## config.mk

```make
export PLATFORM = sky130hd
export DESIGN_NAME = amp_clock_mute_volume_regs
export DESIGN_NICKNAME = d
export VERILOG_FILES = /design/src/hw/amp_regs_pkg.sv /design/src/hw/amp_clock_mute_volume_regs.sv /design/src/hw/i2c_reg_port.sv
export SDC_FILE = /design/constraint.sdc
export NUM_CORES = 2
export LEC_CHECK = 0
export BUFFER_PORTS_ARGS = -buffer_cell sky130_fd_sc_hd__buf_4
export CORE_ASPECT_RATIO = 1.2
export CORE_MARGIN = 2
export CORE_UTILIZATION = 50
export DETAILED_ROUTE_END_ITERATION = 6
export MAX_ROUTING_LAYER = met4
export PLACE_DENSITY = 0.63
export SYNTH_ARGS = -nofsm -noshare
export SYNTH_HDL_FRONTEND = slang
export SYNTH_HIERARCHICAL = 1
export SYNTH_SLANG_ARGS = --single-unit
```

## constraint.sdc

```tcl
create_clock -name sys_clk -period 34.6 [get_ports sys_clk]
set_input_delay 6.92 -clock sys_clk [delete_from_list [all_inputs] [get_ports sys_clk]]
set_output_delay 6.92 -clock sys_clk [all_outputs]
set_load 0.01 [all_outputs]
```

## src/hw/amp_regs_pkg.sv

```systemverilog
package amp_regs_pkg;
	// Register offsets
	localparam logic [7:0] REG_CLOCK_RATE = 8'h01;
	localparam logic [7:0] REG_PIN_FILTER_MUTE = 8'h02;
	localparam logic [7:0] REG_MASTER_GAIN = 8'h03;
	localparam logic [7:0] REG_LEFT_GAIN = 8'h04;
	localparam logic [7:0] REG_RIGHT_GAIN = 8'h05;
	// Values after reset
	localparam logic [7:0] CLOCK_RATE_RST = 8'h01;
	localparam logic [7:0] PIN_FILTER_MUTE_RST = 8'h10;
	localparam logic [7:0] GAIN_RST = 8'h18;
	// Field positions, clock_rate_control
	localparam int BIT_BCLK_EN = 7;
	localparam int FS_LSB = 4;
	localparam int RATIO_LSB = 0;
	// Field positions, pin_filter_mute_control
	localparam int BIT_FAULT_MODE = 7;
	localparam int BIT_DC_BYPASS = 6;
	localparam int BIT_UV_SEL = 5;
	localparam int BIT_SOFT_RST_N = 4;
	localparam int BIT_MASTER_MUTE = 3;
	localparam int BIT_LEFT_MUTE = 2;
	localparam int BIT_RIGHT_MUTE = 1;
	localparam int BIT_COMP_EN = 0;
	// Gain codes: 0.5 dB per code, twelve codes per factor of two
	localparam logic [7:0] GAIN_MUTE_CODE = 8'hE7;
	localparam logic [8:0] CODES_PER_OCTAVE = 9'h00C;
	localparam int GAIN_BASE_SHIFT = 11;
	// Fade ramp, one step per sample
	localparam logic [8:0] FADE_FULL = 9'h100;
	localparam int FADE_SHIFT = 8;
	// DC blocker coefficient shifts, roughly 1 Hz per rate group
	localparam int HPF_SHIFT_LOW = 13;
	localparam int HPF_SHIFT_MID = 14;
	localparam int HPF_SHIFT_HIGH = 15;
	// Upper six bits of the slave address; arbitrary value
	localparam logic [5:0] DEV_ADDR_BASE = 6'h0C;
	typedef enum logic [3:0] {
		S_IDLE = 4'h0,
		S_DEV = 4'h1,
		S_DEVACK = 4'h3,
		S_PTR = 4'h2,
		S_PTRACK = 4'h6,
		S_WR = 4'h7,
		S_WRACK = 4'h5,
		S_RD = 4'h4,
		S_RDACK = 4'hC
	} i2c_state_e;
endpackage

```

## src/hw/amp_clock_mute_volume_regs.sv

```systemverilog
// Function
// - Bypass clock ratio decoded per rate group
// - Fault pin low mode selects slave address
// - Fault pin high mode drives error output
// - DC blocking high-pass near 1 Hz
// - Control bit 6 bypasses DC blocker
// - Master mute silences both channels
// - Each channel mutes on its own
// - Mute changes fade out or in gradually
// - Control bit 0 enables low-supply compensation
// - Master and two channel gains, +12 to -103
// - Channel gain is master plus channel dB
// - Half-dB codes, 0x18 is 0 dB, top mutes
module amp_clock_mute_volume_regs (
	input wire logic sys_clk,
	input wire logic rst,
	input wire logic sclIn,
	input wire logic sdaIn,
	output logic sdaOut,
	output logic sdaOe,
	input wire logic faultIn,
	output logic faultOut,
	output logic faultOe,
	input wire logic errorIn,
	input wire logic sampleStrobe,
	input wire logic signed [23:0] leftIn,
	input wire logic signed [23:0] rightIn,
	output logic signed [23:0] leftOut,
	output logic signed [23:0] rightOut,
	output logic bclkEnable,
	output logic [1:0] sampleRateGroup,
	output logic [10:0] clkRatio,
	output logic ratioValid,
	output logic uvThresholdSel,
	output logic softResetActive
);
	logic [7:0] clockRate, pinCtrl, masterGain;
	logic [7:0] chanGain [2];
	logic [7:0] next_clockRate, next_pinCtrl, next_masterGain;
	logic [7:0] next_chanGain [2];
	logic [7:0] regAddr, wrData, rdData;
	logic wrEn, addrSel, next_addrSel;
	logic signed [23:0] sampleIn [2];
	logic signed [23:0] prevIn [2], next_prevIn [2];
	logic signed [31:0] hpfState [2], next_hpfState [2];
	logic signed [23:0] prevHpf [2], next_prevHpf [2];
	logic signed [23:0] hpfOut [2], compOut [2], gained [2];
	logic signed [23:0] chanOut [2], next_chanOut [2];
	logic [8:0] fade [2], next_fade [2];
	logic muteReq [2];
	logic audioReset;

	function automatic logic signed [23:0] sat24(input logic signed [47:0] v);
		if (v > 48'sh7F_FFFF)
			return 24'sh7F_FFFF;
		if (v < -48'sh80_0000)
			return -24'sh80_0000;
		return v[23:0];
	endfunction

	// Zero marks a reserved code
	function automatic logic [10:0] ratio_decode(input logic [1:0] grp, input logic [3:0] code);
		case (code)
			4'h0: return (grp == 2'h0) ? 11'h400 : ((grp == 2'h1) ? 11'h200 : 11'h100);
			4'h1: return 11'h040;
			4'h2: return 11'h080;
			4'h3: return 11'h0C0;
			4'h4: return 11'h100;
			4'h5: return grp[1] ? 11'h000 : 11'h180;
			4'h6: return grp[1] ? 11'h000 : 11'h200;
			4'h7: return (grp == 2'h0) ? 11'h240 : 11'h000;
			4'h8: return (grp == 2'h0) ? 11'h300 : 11'h000;
			4'h9: return (grp == 2'h0) ? 11'h400 : 11'h000;
			default: return 11'h000;
		endcase
	endfunction

	// 10^(-k/40) in Q15, one entry per half-dB step
	function automatic logic [15:0] gain_mantissa(input logic [3:0] k);
		case (k)
			4'h0: return 16'h8000;
			4'h1: return 16'h78D7;
			4'h2: return 16'h7215;
			4'h3: return 16'h6BB3;
			4'h4: return 16'h65AD;
			4'h5: return 16'h5FFD;
			4'h6: return 16'h5A9E;
			4'h7: return 16'h558C;
			4'h8: return 16'h50C3;
			4'h9: return 16'h4C3F;
			4'hA: return 16'h47FB;
			default: return 16'h43F4;
		endcase
	endfunction

	function automatic logic signed [23:0] apply_gain(input logic signed [23:0] s,
			input logic [7:0] a, input logic [7:0] b);
		logic [8:0] total;
		logic [5:0] octaves;
		logic [3:0] step;
		logic signed [47:0] p;
		total = {1'b0, a} + {1'b0, b};
		octaves = 6'(total / amp_regs_pkg::CODES_PER_OCTAVE);
		step = 4'(total % amp_regs_pkg::CODES_PER_OCTAVE);
		p = 48'(s) * $signed({32'h0000_0000, gain_mantissa(step)});
		p = p >>> (6'(amp_regs_pkg::GAIN_BASE_SHIFT) + octaves);
		if (a >= amp_regs_pkg::GAIN_MUTE_CODE || b >= amp_regs_pkg::GAIN_MUTE_CODE)
			return 24'sh00_0000;
		return sat24(p);
	endfunction

	i2c_reg_port port (
		.sys_clk(sys_clk),
		.rst(rst),
		.sclIn(sclIn),
		.sdaIn(sdaIn),
		.devAddr({amp_regs_pkg::DEV_ADDR_BASE, addrSel}),
		.rdData(rdData),
		.regAddr(regAddr),
		.wrEn(wrEn),
		.wrData(wrData),
		.sdaOe(sdaOe)
	);

	always_comb begin
		if (regAddr == amp_regs_pkg::REG_CLOCK_RATE)
			rdData = clockRate;
		else if (regAddr == amp_regs_pkg::REG_PIN_FILTER_MUTE)
			rdData = pinCtrl;
		else if (regAddr == amp_regs_pkg::REG_MASTER_GAIN)
			rdData = masterGain;
		else if (regAddr == amp_regs_pkg::REG_LEFT_GAIN)
			rdData = chanGain[0];
		else if (regAddr == amp_regs_pkg::REG_RIGHT_GAIN)
			rdData = chanGain[1];
		else
			rdData = 8'h00;
	end

	always_comb begin
		next_clockRate = clockRate;
		next_pinCtrl = pinCtrl;
		next_masterGain = masterGain;
		next_chanGain = chanGain;
		// Pin is only an address strap while in input mode
		next_addrSel = pinCtrl[amp_regs_pkg::BIT_FAULT_MODE] ? addrSel : faultIn;
		if (wrEn) begin
			if (regAddr == amp_regs_pkg::REG_CLOCK_RATE)
				next_clockRate = wrData;
			else if (regAddr == amp_regs_pkg::REG_PIN_FILTER_MUTE)
				next_pinCtrl = wrData;
			else if (regAddr == amp_regs_pkg::REG_MASTER_GAIN)
				next_masterGain = wrData;
			else if (regAddr == amp_regs_pkg::REG_LEFT_GAIN)
				next_chanGain[0] = wrData;
			else if (regAddr == amp_regs_pkg::REG_RIGHT_GAIN)
				next_chanGain[1] = wrData;
		end
	end

	assign audioReset = ~pinCtrl[amp_regs_pkg::BIT_SOFT_RST_N];
	assign sampleIn[0] = leftIn;
	assign sampleIn[1] = rightIn;
	assign muteReq[0] = pinCtrl[amp_regs_pkg::BIT_MASTER_MUTE] | pinCtrl[amp_regs_pkg::BIT_LEFT_MUTE];
	assign muteReq[1] = pinCtrl[amp_regs_pkg::BIT_MASTER_MUTE] | pinCtrl[amp_regs_pkg::BIT_RIGHT_MUTE];

	always_comb begin
		int k;
		k = amp_regs_pkg::HPF_SHIFT_LOW;
		if (clockRate[amp_regs_pkg::FS_LSB +: 2] == 2'h1)
			k = amp_regs_pkg::HPF_SHIFT_MID;
		else if (clockRate[amp_regs_pkg::FS_LSB + 1])
			k = amp_regs_pkg::HPF_SHIFT_HIGH;
		for (int c = 0; c < 2; c++) begin
			next_prevIn[c] = prevIn[c];
			next_hpfState[c] = hpfState[c];
			next_prevHpf[c] = prevHpf[c];
			next_fade[c] = fade[c];
			next_chanOut[c] = chanOut[c];
			// First-order DC blocker: y = x - x1 + y1 - y1*2^-k
			next_hpfState[c] = 32'(sampleIn[c]) - 32'(prevIn[c]) + hpfState[c]
				- (hpfState[c] >>> k);
			hpfOut[c] = sat24(48'(next_hpfState[c]));
			if (pinCtrl[amp_regs_pkg::BIT_DC_BYPASS])
				hpfOut[c] = sampleIn[c];
			// Gentle treble cut offsets the lift seen on a low supply
			compOut[c] = hpfOut[c];
			if (pinCtrl[amp_regs_pkg::BIT_COMP_EN])
				compOut[c] = 24'((26'(hpfOut[c]) * 26'sd3 + 26'(prevHpf[c])) >>> 2);
			gained[c] = apply_gain(compOut[c], masterGain, chanGain[c]);
			if (sampleStrobe) begin
				next_prevIn[c] = sampleIn[c];
				next_prevHpf[c] = hpfOut[c];
				next_chanOut[c] = sat24((48'(gained[c]) * $signed({39'h0, fade[c]}))
					>>> amp_regs_pkg::FADE_SHIFT);
				// One step per sample; only soft reset drops the fade straight to zero
				if (muteReq[c] && fade[c] != 9'h000)
					next_fade[c] = fade[c] - 9'h001;
				else if (!muteReq[c] && fade[c] != amp_regs_pkg::FADE_FULL)
					next_fade[c] = fade[c] + 9'h001;
			end
			if (!sampleStrobe)
				next_hpfState[c] = hpfState[c];
			if (audioReset) begin
				next_prevIn[c] = 24'sh00_0000;
				next_hpfState[c] = 32'sh0000_0000;
				next_prevHpf[c] = 24'sh00_0000;
				next_fade[c] = 9'h000;
				next_chanOut[c] = 24'sh00_0000;
			end
		end
	end

	always_ff @(posedge sys_clk or posedge rst) begin
		if (rst) begin
			clockRate <= amp_regs_pkg::CLOCK_RATE_RST;
			pinCtrl <= amp_regs_pkg::PIN_FILTER_MUTE_RST;
			masterGain <= amp_regs_pkg::GAIN_RST;
			chanGain[0] <= amp_regs_pkg::GAIN_RST;
			chanGain[1] <= amp_regs_pkg::GAIN_RST;
			addrSel <= 1'b0;
			for (int c = 0; c < 2; c++) begin
				prevIn[c] <= 24'sh00_0000;
				hpfState[c] <= 32'sh0000_0000;
				prevHpf[c] <= 24'sh00_0000;
				fade[c] <= 9'h000;
				chanOut[c] <= 24'sh00_0000;
			end
			leftOut <= 24'sh00_0000;
			rightOut <= 24'sh00_0000;
			sdaOut <= 1'b0;
			faultOut <= 1'b0;
			faultOe <= 1'b0;
			bclkEnable <= 1'b0;
			sampleRateGroup <= 2'h0;
			clkRatio <= 11'h000;
			ratioValid <= 1'b0;
			uvThresholdSel <= 1'b0;
			softResetActive <= 1'b0;
		end else begin
			clockRate <= next_clockRate;
			pinCtrl <= next_pinCtrl;
			masterGain <= next_masterGain;
			chanGain <= next_chanGain;
			addrSel <= next_addrSel;
			prevIn <= next_prevIn;
			hpfState <= next_hpfState;
			prevHpf <= next_prevHpf;
			fade <= next_fade;
			chanOut <= next_chanOut;
			leftOut <= next_chanOut[0];
			rightOut <= next_chanOut[1];
			sdaOut <= 1'b0;
			faultOut <= 1'b0;
			// Open-drain, active-low error line
			faultOe <= pinCtrl[amp_regs_pkg::BIT_FAULT_MODE] & errorIn;
			bclkEnable <= clockRate[amp_regs_pkg::BIT_BCLK_EN];
			sampleRateGroup <= clockRate[amp_regs_pkg::FS_LSB +: 2];
			clkRatio <= ratio_decode(clockRate[amp_regs_pkg::FS_LSB +: 2],
				clockRate[amp_regs_pkg::RATIO_LSB +: 4]);
			ratioValid <= ratio_decode(clockRate[amp_regs_pkg::FS_LSB +: 2],
				clockRate[amp_regs_pkg::RATIO_LSB +: 4]) != 11'h000;
			uvThresholdSel <= pinCtrl[amp_regs_pkg::BIT_UV_SEL];
			softResetActive <= audioReset;
		end
	end

	ratio_low_a: assert property (@(posedge sys_clk) disable iff (rst)
		(clockRate[5:0] == 6'h00) |=> (clkRatio == 11'h400 && ratioValid))
		else $error("ratio code 0 in low group is not 1024x");
	fault_input_a: assert property (@(posedge sys_clk) disable iff (rst)
		!pinCtrl[amp_regs_pkg::BIT_FAULT_MODE] |=> !faultOe && addrSel == $past(faultIn))
		else $error("fault pin driven or address not sampled in input mode");
	fault_output_a: assert property (@(posedge sys_clk) disable iff (rst)
		(pinCtrl[amp_regs_pkg::BIT_FAULT_MODE] && errorIn) |=> faultOe)
		else $error("error not driven on fault pin");
	dc_bypass_a: assert property (@(posedge sys_clk) disable iff (rst)
		(sampleStrobe && !audioReset && pinCtrl[6] && !pinCtrl[0]) |=> prevHpf[0] == $past(leftIn))
		else $error("DC blocker not bypassed");
	master_mute_a: assert property (@(posedge sys_clk) disable iff (rst)
		(pinCtrl[amp_regs_pkg::BIT_MASTER_MUTE] && fade[1] == 9'h000) |=> fade[1] == 9'h000)
		else $error("right channel rises under master mute");
	chan_independent_a: assert property (@(posedge sys_clk) disable iff (rst)
		(pinCtrl[4:1] == 4'b1010 && sampleStrobe)
		|=> fade[1] == (($past(fade[1]) == amp_regs_pkg::FADE_FULL) ?
			amp_regs_pkg::FADE_FULL : $past(fade[1]) + 9'h001))
		else $error("left mute disturbed right fade");
	fade_out_a: assert property (@(posedge sys_clk) disable iff (rst)
		(muteReq[0] && !audioReset && sampleStrobe && fade[0] != 9'h000)
		|=> fade[0] == $past(fade[0]) - 9'h001)
		else $error("fade-out did not step down by one");
	mute_code_a: assert property (@(posedge sys_clk) disable iff (rst)
		((masterGain >= amp_regs_pkg::GAIN_MUTE_CODE || chanGain[1] >= amp_regs_pkg::GAIN_MUTE_CODE)
		&& sampleStrobe) |=> chanOut[1] == 24'sh00_0000 ##1 rightOut == 24'sh00_0000)
		else $error("mute gain code passed signal");
endmodule

```

## src/hw/i2c_reg_port.sv

```systemverilog
module i2c_reg_port (
	input wire logic sys_clk,
	input wire logic rst,
	input wire logic sclIn,
	input wire logic sdaIn,
	input wire logic [6:0] devAddr,
	input wire logic [7:0] rdData,
	output logic [7:0] regAddr,
	output logic wrEn,
	output logic [7:0] wrData,
	output logic sdaOe
);
	amp_regs_pkg::i2c_state_e state, next_state;
	logic [3:0] bitCnt, next_bitCnt;
	logic [7:0] shiftReg, next_shiftReg;
	logic [7:0] next_regAddr, next_wrData;
	logic isRead, next_isRead;
	logic next_wrEn, next_sdaOe;
	logic sclPrev, sdaPrev;
	logic rise, fall, start, stop;

	assign rise = sclIn & ~sclPrev;
	assign fall = ~sclIn & sclPrev;
	assign start = sclIn & sclPrev & sdaPrev & ~sdaIn;
	assign stop = sclIn & sclPrev & ~sdaPrev & sdaIn;

	always_comb begin
		next_state = state;
		next_bitCnt = bitCnt;
		next_shiftReg = shiftReg;
		next_regAddr = regAddr;
		next_wrData = wrData;
		next_isRead = isRead;
		next_wrEn = 1'b0;
		next_sdaOe = sdaOe;
		if (start) begin
			next_state = amp_regs_pkg::S_DEV;
			next_bitCnt = 4'h0;
			next_sdaOe = 1'b0;
		end else if (stop) begin
			next_state = amp_regs_pkg::S_IDLE;
			next_sdaOe = 1'b0;
		end else begin
			case (state)
				amp_regs_pkg::S_DEV, amp_regs_pkg::S_PTR, amp_regs_pkg::S_WR: begin
					if (rise && bitCnt < 4'h8) begin
						next_shiftReg = {shiftReg[6:0], sdaIn};
						next_bitCnt = bitCnt + 4'h1;
					end else if (fall && bitCnt == 4'h8) begin
						next_bitCnt = 4'h0;
						next_sdaOe = 1'b1;
						if (state == amp_regs_pkg::S_DEV) begin
							// Only our own address is acknowledged
							if (shiftReg[7:1] == devAddr) begin
								next_state = amp_regs_pkg::S_DEVACK;
								next_isRead = shiftReg[0];
							end else begin
								next_state = amp_regs_pkg::S_IDLE;
								next_sdaOe = 1'b0;
							end
						end else if (state == amp_regs_pkg::S_PTR) begin
							next_regAddr = shiftReg;
							next_state = amp_regs_pkg::S_PTRACK;
						end else begin
							next_wrEn = 1'b1;
							next_wrData = shiftReg;
							next_state = amp_regs_pkg::S_WRACK;
						end
					end
				end
				amp_regs_pkg::S_DEVACK: begin
					if (fall) begin
						if (isRead) begin
							next_state = amp_regs_pkg::S_RD;
							next_shiftReg = rdData;
							next_sdaOe = ~rdData[7];
						end else begin
							next_state = amp_regs_pkg::S_PTR;
							next_sdaOe = 1'b0;
						end
					end
				end
				amp_regs_pkg::S_PTRACK, amp_regs_pkg::S_WRACK: begin
					if (fall) begin
						next_state = amp_regs_pkg::S_WR;
						next_sdaOe = 1'b0;
						if (state == amp_regs_pkg::S_WRACK)
							next_regAddr = regAddr + 8'h01;
					end
				end
				amp_regs_pkg::S_RD: begin
					if (fall) begin
						if (bitCnt == 4'h7) begin
							next_state = amp_regs_pkg::S_RDACK;
							next_sdaOe = 1'b0;
							next_bitCnt = 4'h0;
						end else begin
							next_shiftReg = {shiftReg[6:0], 1'b0};
							next_sdaOe = ~shiftReg[6];
							next_bitCnt = bitCnt + 4'h1;
						end
					end
				end
				amp_regs_pkg::S_RDACK: begin
					// A NACK from the master ends the read
					if (rise) begin
						if (sdaIn)
							next_state = amp_regs_pkg::S_IDLE;
						else
							next_regAddr = regAddr + 8'h01;
					end else if (fall) begin
						next_state = amp_regs_pkg::S_RD;
						next_shiftReg = rdData;
						next_sdaOe = ~rdData[7];
					end
				end
				default: next_state = amp_regs_pkg::S_IDLE;
			endcase
		end
	end

	always_ff @(posedge sys_clk or posedge rst) begin
		if (rst) begin
			state <= amp_regs_pkg::S_IDLE;
			bitCnt <= 4'h0;
			shiftReg <= 8'h00;
			regAddr <= 8'h00;
			wrData <= 8'h00;
			isRead <= 1'b0;
			wrEn <= 1'b0;
			sdaOe <= 1'b0;
			sclPrev <= 1'b1;
			sdaPrev <= 1'b1;
		end else begin
			state <= next_state;
			bitCnt <= next_bitCnt;
			shiftReg <= next_shiftReg;
			regAddr <= next_regAddr;
			wrData <= next_wrData;
			isRead <= next_isRead;
			wrEn <= next_wrEn;
			sdaOe <= next_sdaOe;
			sclPrev <= sclIn;
			sdaPrev <= sdaIn;
		end
	end
endmodule

```

* Word-level counts from Yosys, hierarchy flattened
Memories as Yosys holds them, arrays and structs flattened.
Cells that the tools add are included.
** Operators by class
- Add/sub/neg operators :: 18
- Multiply operators :: 6
- Div/mod/pow operators :: 4
- Order comparisons :: 16
- Eq/ne operators :: 59
- Shift operators :: 4
- Muxes and demuxes :: 160
- Bitwise gates (word level) :: 26
- Reductions and logical operators :: 35
** Operator list (count)
- 24-bit 2-to-1 mux :: 44
- 8-bit 2-to-1 mux :: 20
- 32-bit 2-to-1 mux :: 4
- 11-bit one-hot mux with 10 select lines :: 1
- 48-bit by 24-bit greater-than comparator with 1-bit output (second input constant) :: 2
- 48-bit by 24-bit less-than comparator with 1-bit output (second input constant) :: 2
- 41-bit by 6-bit >>> shifter with 48-bit output :: 2
- 24-bit by 17-bit multiplier with 41-bit output :: 2
- 9-bit 2-to-1 mux :: 9
- 4-bit 2-to-1 mux :: 18
- 24-bit by 10-bit multiplier with 34-bit output :: 2
- 25-bit by 32-bit adder with 32-bit output :: 2
- 32-bit by 24-bit greater-than comparator with 1-bit output (second input constant) :: 2
- 32-bit by 24-bit less-than comparator with 1-bit output (second input constant) :: 2
- 32-bit by 32-bit >>> shifter with 32-bit output :: 2
- 32-bit subtractor :: 2
- 26-bit by 24-bit adder with 26-bit output :: 2
- 26-bit by 24-bit greater-than comparator with 1-bit output (second input constant) :: 2
- 26-bit by 24-bit less-than comparator with 1-bit output (second input constant) :: 2
- 24-bit by 3-bit multiplier with 26-bit output (second input constant) :: 2
- 24-bit by 24-bit subtractor with 25-bit output :: 2
- 1-bit 2-to-1 mux :: 48
- 10-bit 2-to-1 mux :: 4
- 4-bit by 3-bit == test with 1-bit output (second input constant) :: 9
- other kinds (59) :: 141
** Word-level totals
- Bits in registers :: 322
- Bits in latches :: 0
- RAM bits :: 0
- Bits in read-only memories :: 512
- Word-level logic and storage cells :: 363
- Memories kept :: 2
** Memories
- (name not given) :: words 16, width 16, rd ports 1, clocked after memory_dff 0, write ports 0, RTL line amp_clock_mute_volume_regs.sv:80 : case (k)
- (name not given) :: words 16, width 16, rd ports 1, clocked after memory_dff 0, write ports 0, RTL line amp_clock_mute_volume_regs.sv:80

* Depth between registers and ports, before layout
- Depth in word-level cells :: 33
- Mapped depth :: 109
- Gate-level depth less buffers :: 100

* By module
Netlist, hierarchy kept.
** Modules (own cells, without submodules)
- amp_clock_mute_volume_regs :: times used 1, cells each 9016, area each 76564.7 um2, seq. area each 6991.7 um2
- i2c_reg_port :: times used 1, cells each 257, area each 2524.9 um2, seq. area each 928.4 um2

* Worst setup path after synthesis
Ideal clock, no wire load.
- Path kind :: input to register
- Start point :: input port rightIn[0]
- End point :: register chanOut[10] in the netlist's numbering
- Data arrival time :: 30.000 ns
- Setup slack :: 4.474 ns
- Stages :: 102
- Cell sequence :: inv_1 > fa_1 > fa_1 > inv_1 > ha_1 > fa_1 > a21o_1 > a21oi_1 > o211a_1 > o31a_1 > o21ai_0 > a211oi_1 > nor3_1 > or3_1 > a21oi_1 > xnor2_1 > nor4_1 > a21boi_0 > [... 66 more ...] > inv_1 > ha_1 > a21o_1 > a21o_1 > a21o_1 > a21o_1 > a21oi_1 > nor2_1 > a211oi_1 > o21ai_4 > a211oi_2 > o21bai_1 > xnor2_2 > o21ai_2 > nor2b_1 > buf_4 > buf_6 > a221o_1
** On the way
- Longest elaborated chain between the ends :: 30
** Ends and longest elaborated chain
- from (decl) :: RTL line amp_clock_mute_volume_regs.sv:27 : input wire logic signed [23:0] rightIn,
- 24-bit by 24-bit subtractor with 25-bit output :: RTL line amp_clock_mute_volume_regs.sv:181 : next_hpfState[c] = 32'(sampleIn[c]) - 32'(prevIn[c]) + hpfState[c]
- 25-bit by 32-bit adder with 32-bit output :: RTL line amp_clock_mute_volume_regs.sv:181
- 32-bit subtractor :: RTL line amp_clock_mute_volume_regs.sv:182 : - (hpfState[c] >>> k);
- 32-bit by 24-bit less-than comparator with 1-bit output :: RTL line amp_clock_mute_volume_regs.sv:56 : if (v < -48'sh80_0000)
- 1-bit 2-to-1 mux (2 in series) :: RTL line amp_clock_mute_volume_regs.sv:56
- 24-bit 2-to-1 mux :: RTL line amp_clock_mute_volume_regs.sv:58 : return v[23:0];
- 24-bit 2-to-1 mux :: RTL line amp_clock_mute_volume_regs.sv:56
- 24-bit 2-to-1 mux * :: RTL line amp_clock_mute_volume_regs.sv:184 : if (pinCtrl[amp_regs_pkg::BIT_DC_BYPASS])
- [... 12 more ...]
- 24-bit by 10-bit multiplier with 34-bit output * :: RTL line amp_clock_mute_volume_regs.sv:194 : next_chanOut[c] = sat24((48'(gained[c]) * $signed({39'h0, fade[c]}))
- 26-bit by 24-bit less-than comparator with 1-bit output :: RTL line amp_clock_mute_volume_regs.sv:56
- 1-bit 2-to-1 mux (2 in series) :: RTL line amp_clock_mute_volume_regs.sv:56
- 1-bit 2-to-1 mux :: RTL line amp_clock_mute_volume_regs.sv:191 : if (sampleStrobe) begin
- 24-bit 2-to-1 mux :: RTL line amp_clock_mute_volume_regs.sv:58
- 24-bit 2-to-1 mux * :: RTL line amp_clock_mute_volume_regs.sv:56
- 24-bit 2-to-1 mux * :: RTL line amp_clock_mute_volume_regs.sv:191
- 24-bit 2-to-1 mux * :: RTL line amp_clock_mute_volume_regs.sv:204 : if (audioReset) begin
- to (signal assigned) :: RTL line amp_clock_mute_volume_regs.sv:250 : chanOut <= next_chanOut;
- to (decl) :: RTL line amp_clock_mute_volume_regs.sv:48 : logic signed [23:0] chanOut [2], next_chanOut [2];
Mark *: on every way between the ends. The rest lies on a longest branch, timed or not. The select of a mux whose other input is x is not followed.
A chain may end at the register's enable or synchronous reset.

* Worst setup path after layout
- Start point :: input port rightIn[0]
- End point :: register chanOut[6] in the netlist's numbering
The elaborated chain is that of the path after synthesis.

==> results.py <==
metrics = {
    "outcome": {
        "status": "complete, no violations",
    },
    "min_path": {
        "hp-start": "clockRate[4]",
        "hold_path_class": "flop to flop",
    },
    "setup_path": {
        "cpPeakStageDelay_ns": 0.76,
        "worst-path-buf-inv": 14,
        "worstPathMaxFanout": 22,
        "crit_path_start": "rightIn[0]",
        "crit_type": "primary input to flop",
        "cpMaxStageDelayCell": "fa_1",
        "end_kind": "flop",
        "reg2reg_from": "clockRate[4]",
        "crit_path_start_kind": "primary input",
        "crit_top_cell": "fa_1",
        "cp_top_family": "compound AO/OA/AOI/OAI gates",
        "critPathRequiredTime_ns": 35.10,
        "crit_arrival_ns": 33.24,
    },
    "global_routing": {
        "antenna_found_initial": 4,
        "grt_pass1_wl_um": 372000,
        "grt_max_degree": 96,
        "overflow": 0,
        "grt_usage_pct": 29.7,
        "grt_pass1_vias": 68400,
    },
    "layout": {
        "multi_input_area_um2": 63200,
        "nNetsFinal": 11000,
        "final_cell_mix": "inv_1, fa_1, nand2_1",
        "fillers": 14900,
        "seqCellArea_um2": 7930,
        "final_common_cell": "inv_1",
        "layout-drive-gt1-share_pct": 6.69,
        "syn2layout_area_growth_pct": 5.40,
    },
    "yosys": {
        "ys_ff_latch": 316,
        "synth_area_um2": 79100,
        "async_reset_ff_share_pct": 100,
        "syn-mean-instance-area_um2": 8.53,
        "ys_types": 132,
        "synth-edff-count": 0,
        "yosysSeqAreaShare_pct": 10.0,
        "ys.flop_type": "dfrtp_1",
        "yosysWarnings": 6,
        "synthCells": 9273,
    },
    "placement": {
        "globalplace.congestion": 0.968,
        "io_buffers": 115,
        "post-place-ws_ns": 0.613,
        "dp_hpwl_um": 181000,
    },
    "sta": {
        "fin_setup_tns_ns": 0,
        "min_period_over_period_pct": 94.6,
        "fmax_ghz": 0.0305,
        "finalHoldViolations": 0,
        "rsz0062_at_grt": "no",
        "layout_setup_ws_ns": 1.86,
        "max_slew_margin_pct": 6.60,
        "fin_crit_ns": 32.74,
        "slew_viol_final": 0,
        "fin_hold_ws_ns": 0.415,
        "tightest_slew_ns": 1.39,
        "setup_viol_count_final": 0,
        "fin_worst_skew_ns": 0.0749,
    },
    "clocking": {
        "htreeDepth": 2,
        "insertion_delay_ns": 0.67,
        "clk_path_buf_depth": 3,
        "postCtsSetupBuffers": 0,
        "cts_buffers": 42,
        "clock-sinks": 316,
        "clk_pin_slew_worst_paths_ns": 0.06,
        "cts_tree": "built",
        "cts_root_buf": "clkbuf_16",
    },
    "power_and_ir_drop": {
        "power_density_nw_per_um2": 25.2,
        "vdd_drop_max_mv": 0.0485,
        "power.leakage_uw": 0.0414,
    },
    "floorplanning": {
        "io_pins": 124,
        "die_area_um2": 161000,
        "die_height_um": 440,
        "initial_core_util_pct": 50.5,
        "rows": 159,
        "core_um2": 157000,
        "fp.dieW_um": 367,
    },
    "routing": {
        "firstDrtPassIters": 6,
        "drtIter0Drc": 4539,
        "route.detailed.wl_per_inst_um": 20.3,
        "vias": 64400,
        "drcViolationCount": 0,
        "vias_per_cell": 5.72,
        "antenna_left": 0,
        "drt_wl_total_um": 229000,
    },
    "run": {
        "max_cap_violations": 0,
    },
}
## synthesized netlist by cell type, types with 76 or more instances
cell	n	share of area, %
xnor2_1	183	2.0
nor2_1	742	3.5
a21o_1	103	0.98
ha_1	554	8.8
a211oi_1	110	1.0
xor2_1	94	1.0
nand3_1	100	0.63
inv_1	1705	8.1
nand2_1	1010	4.8
clkbuf_1	305	1.4
a21oi_1	415	2.6
mux2_2	121	1.7
nor3_1	156	0.99
mux2i_1	315	4.0
nor2b_1	148	1.2
o21ai_0	304	1.9
fa_1	1270	32
o211ai_1	76	0.72
and2_1	202	1.6
dfrtp_1	306	9.7
## per-stage QoR
step / total power (µW) / std cells / instance area [µm²] / util, %
2_1_floorplan: 1290 / 9285 / 79100 / -
3_3_place_gp: 1590 / 11200 / 81800 / 52.2
3_5_place_dp: 1620 / 11200 / 81800 / 52.2
4_1_cts: 2110 / 11200 / 83300 / 53.1
5_1_grt: 2280 / 11300 / 83400 / 53.2
6_report: 2100 / 11300 / 83400 / 53.2
## routing by layer
metal / GRT usage, % / wire length, µm / vias up
met5: - / 0 / -
met4: 11.2 / 9890 / 0
met3: 2.72 / 10700 / 446
met2: 50.7 / 113000 / 1779
met1: 36.5 / 94800 / 32500
li1: - / - / 29600
## timing repair
| item | in CTS | in global routing |
|---|---|---|
| hold buffers | 0 | 0 |
| setup endpoints to repair | 0 | 46 |
| resized for setup | 0 | 7 |
## worst paths after layout
check / slack (ns) / endpoint / depth (start not counted)
min in group asynchronous: 6.32 / sampleRateGroup[0] / 2
max reg2reg: 6.67 / chanOut[26] / 95
max in group asynchronous: 25.99 / hpfState[38] / 4
min reg2reg: 0.42 / sampleRateGroup[0] / 0
max: 1.86 / chanOut[6] / 99
min: 0.42 / sampleRateGroup[0] / 0
## flip-flops by register name (all words and copies together) (netlist names), 5 cells and up
signal / count
fade: 18
prevHpf: 48
port/regAddr: 8
clkRatio: 5
pinCtrl: 8
masterGain: 8
chanOut: 48
chanGain: 16
port/shiftReg: 8
prevIn: 48
port/wrData: 8
clockRate: 8
hpfState: 64
## final cells by class
cell class / instances / area share [%]
multi-input combinational: 6837 / 75.9
sequential: 316 / 9.51
inverter: 1709 / 7.71
tap: 2093 / 3.14
timing repair buffer: 220 / 1.99
clock buffer: 56 / 1.42
clock inverter: 19 / 0.345
antenna: 3 / 0.00901
## cell families (layout without fill, tap and decap cells)
| kind of cell | count (synthesis) | in the layout | share of synthesized area (%) |
|---|---|---|---|
| compound gates | 1571 | 1571 | 13.4 |
| xor+xnor | 283 | 284 | 3.19 |
| fa+ha+maj | 1826 | 1826 | 40.9 |
| buf+inv | 2133 | 2004 | 10.4 |
| flops | 316 | 316 | 10.0 |
| mux | 475 | 475 | 6.71 |
| other cells | 2 | 17 | 0.00950 |
| simple gates | 2667 | 2667 | 15.4 |
## power by group
part | leakage, µW | internal, µW | switching (µW)
sequential | 0.00434 | 377 | 14.2
clock | 0.000716 | 274 | 199
combinational | 0.0364 | 454 | 783
total | 0.0414 | 1100 | 997
Note: power is estimated with default switching activity, not from simulation.
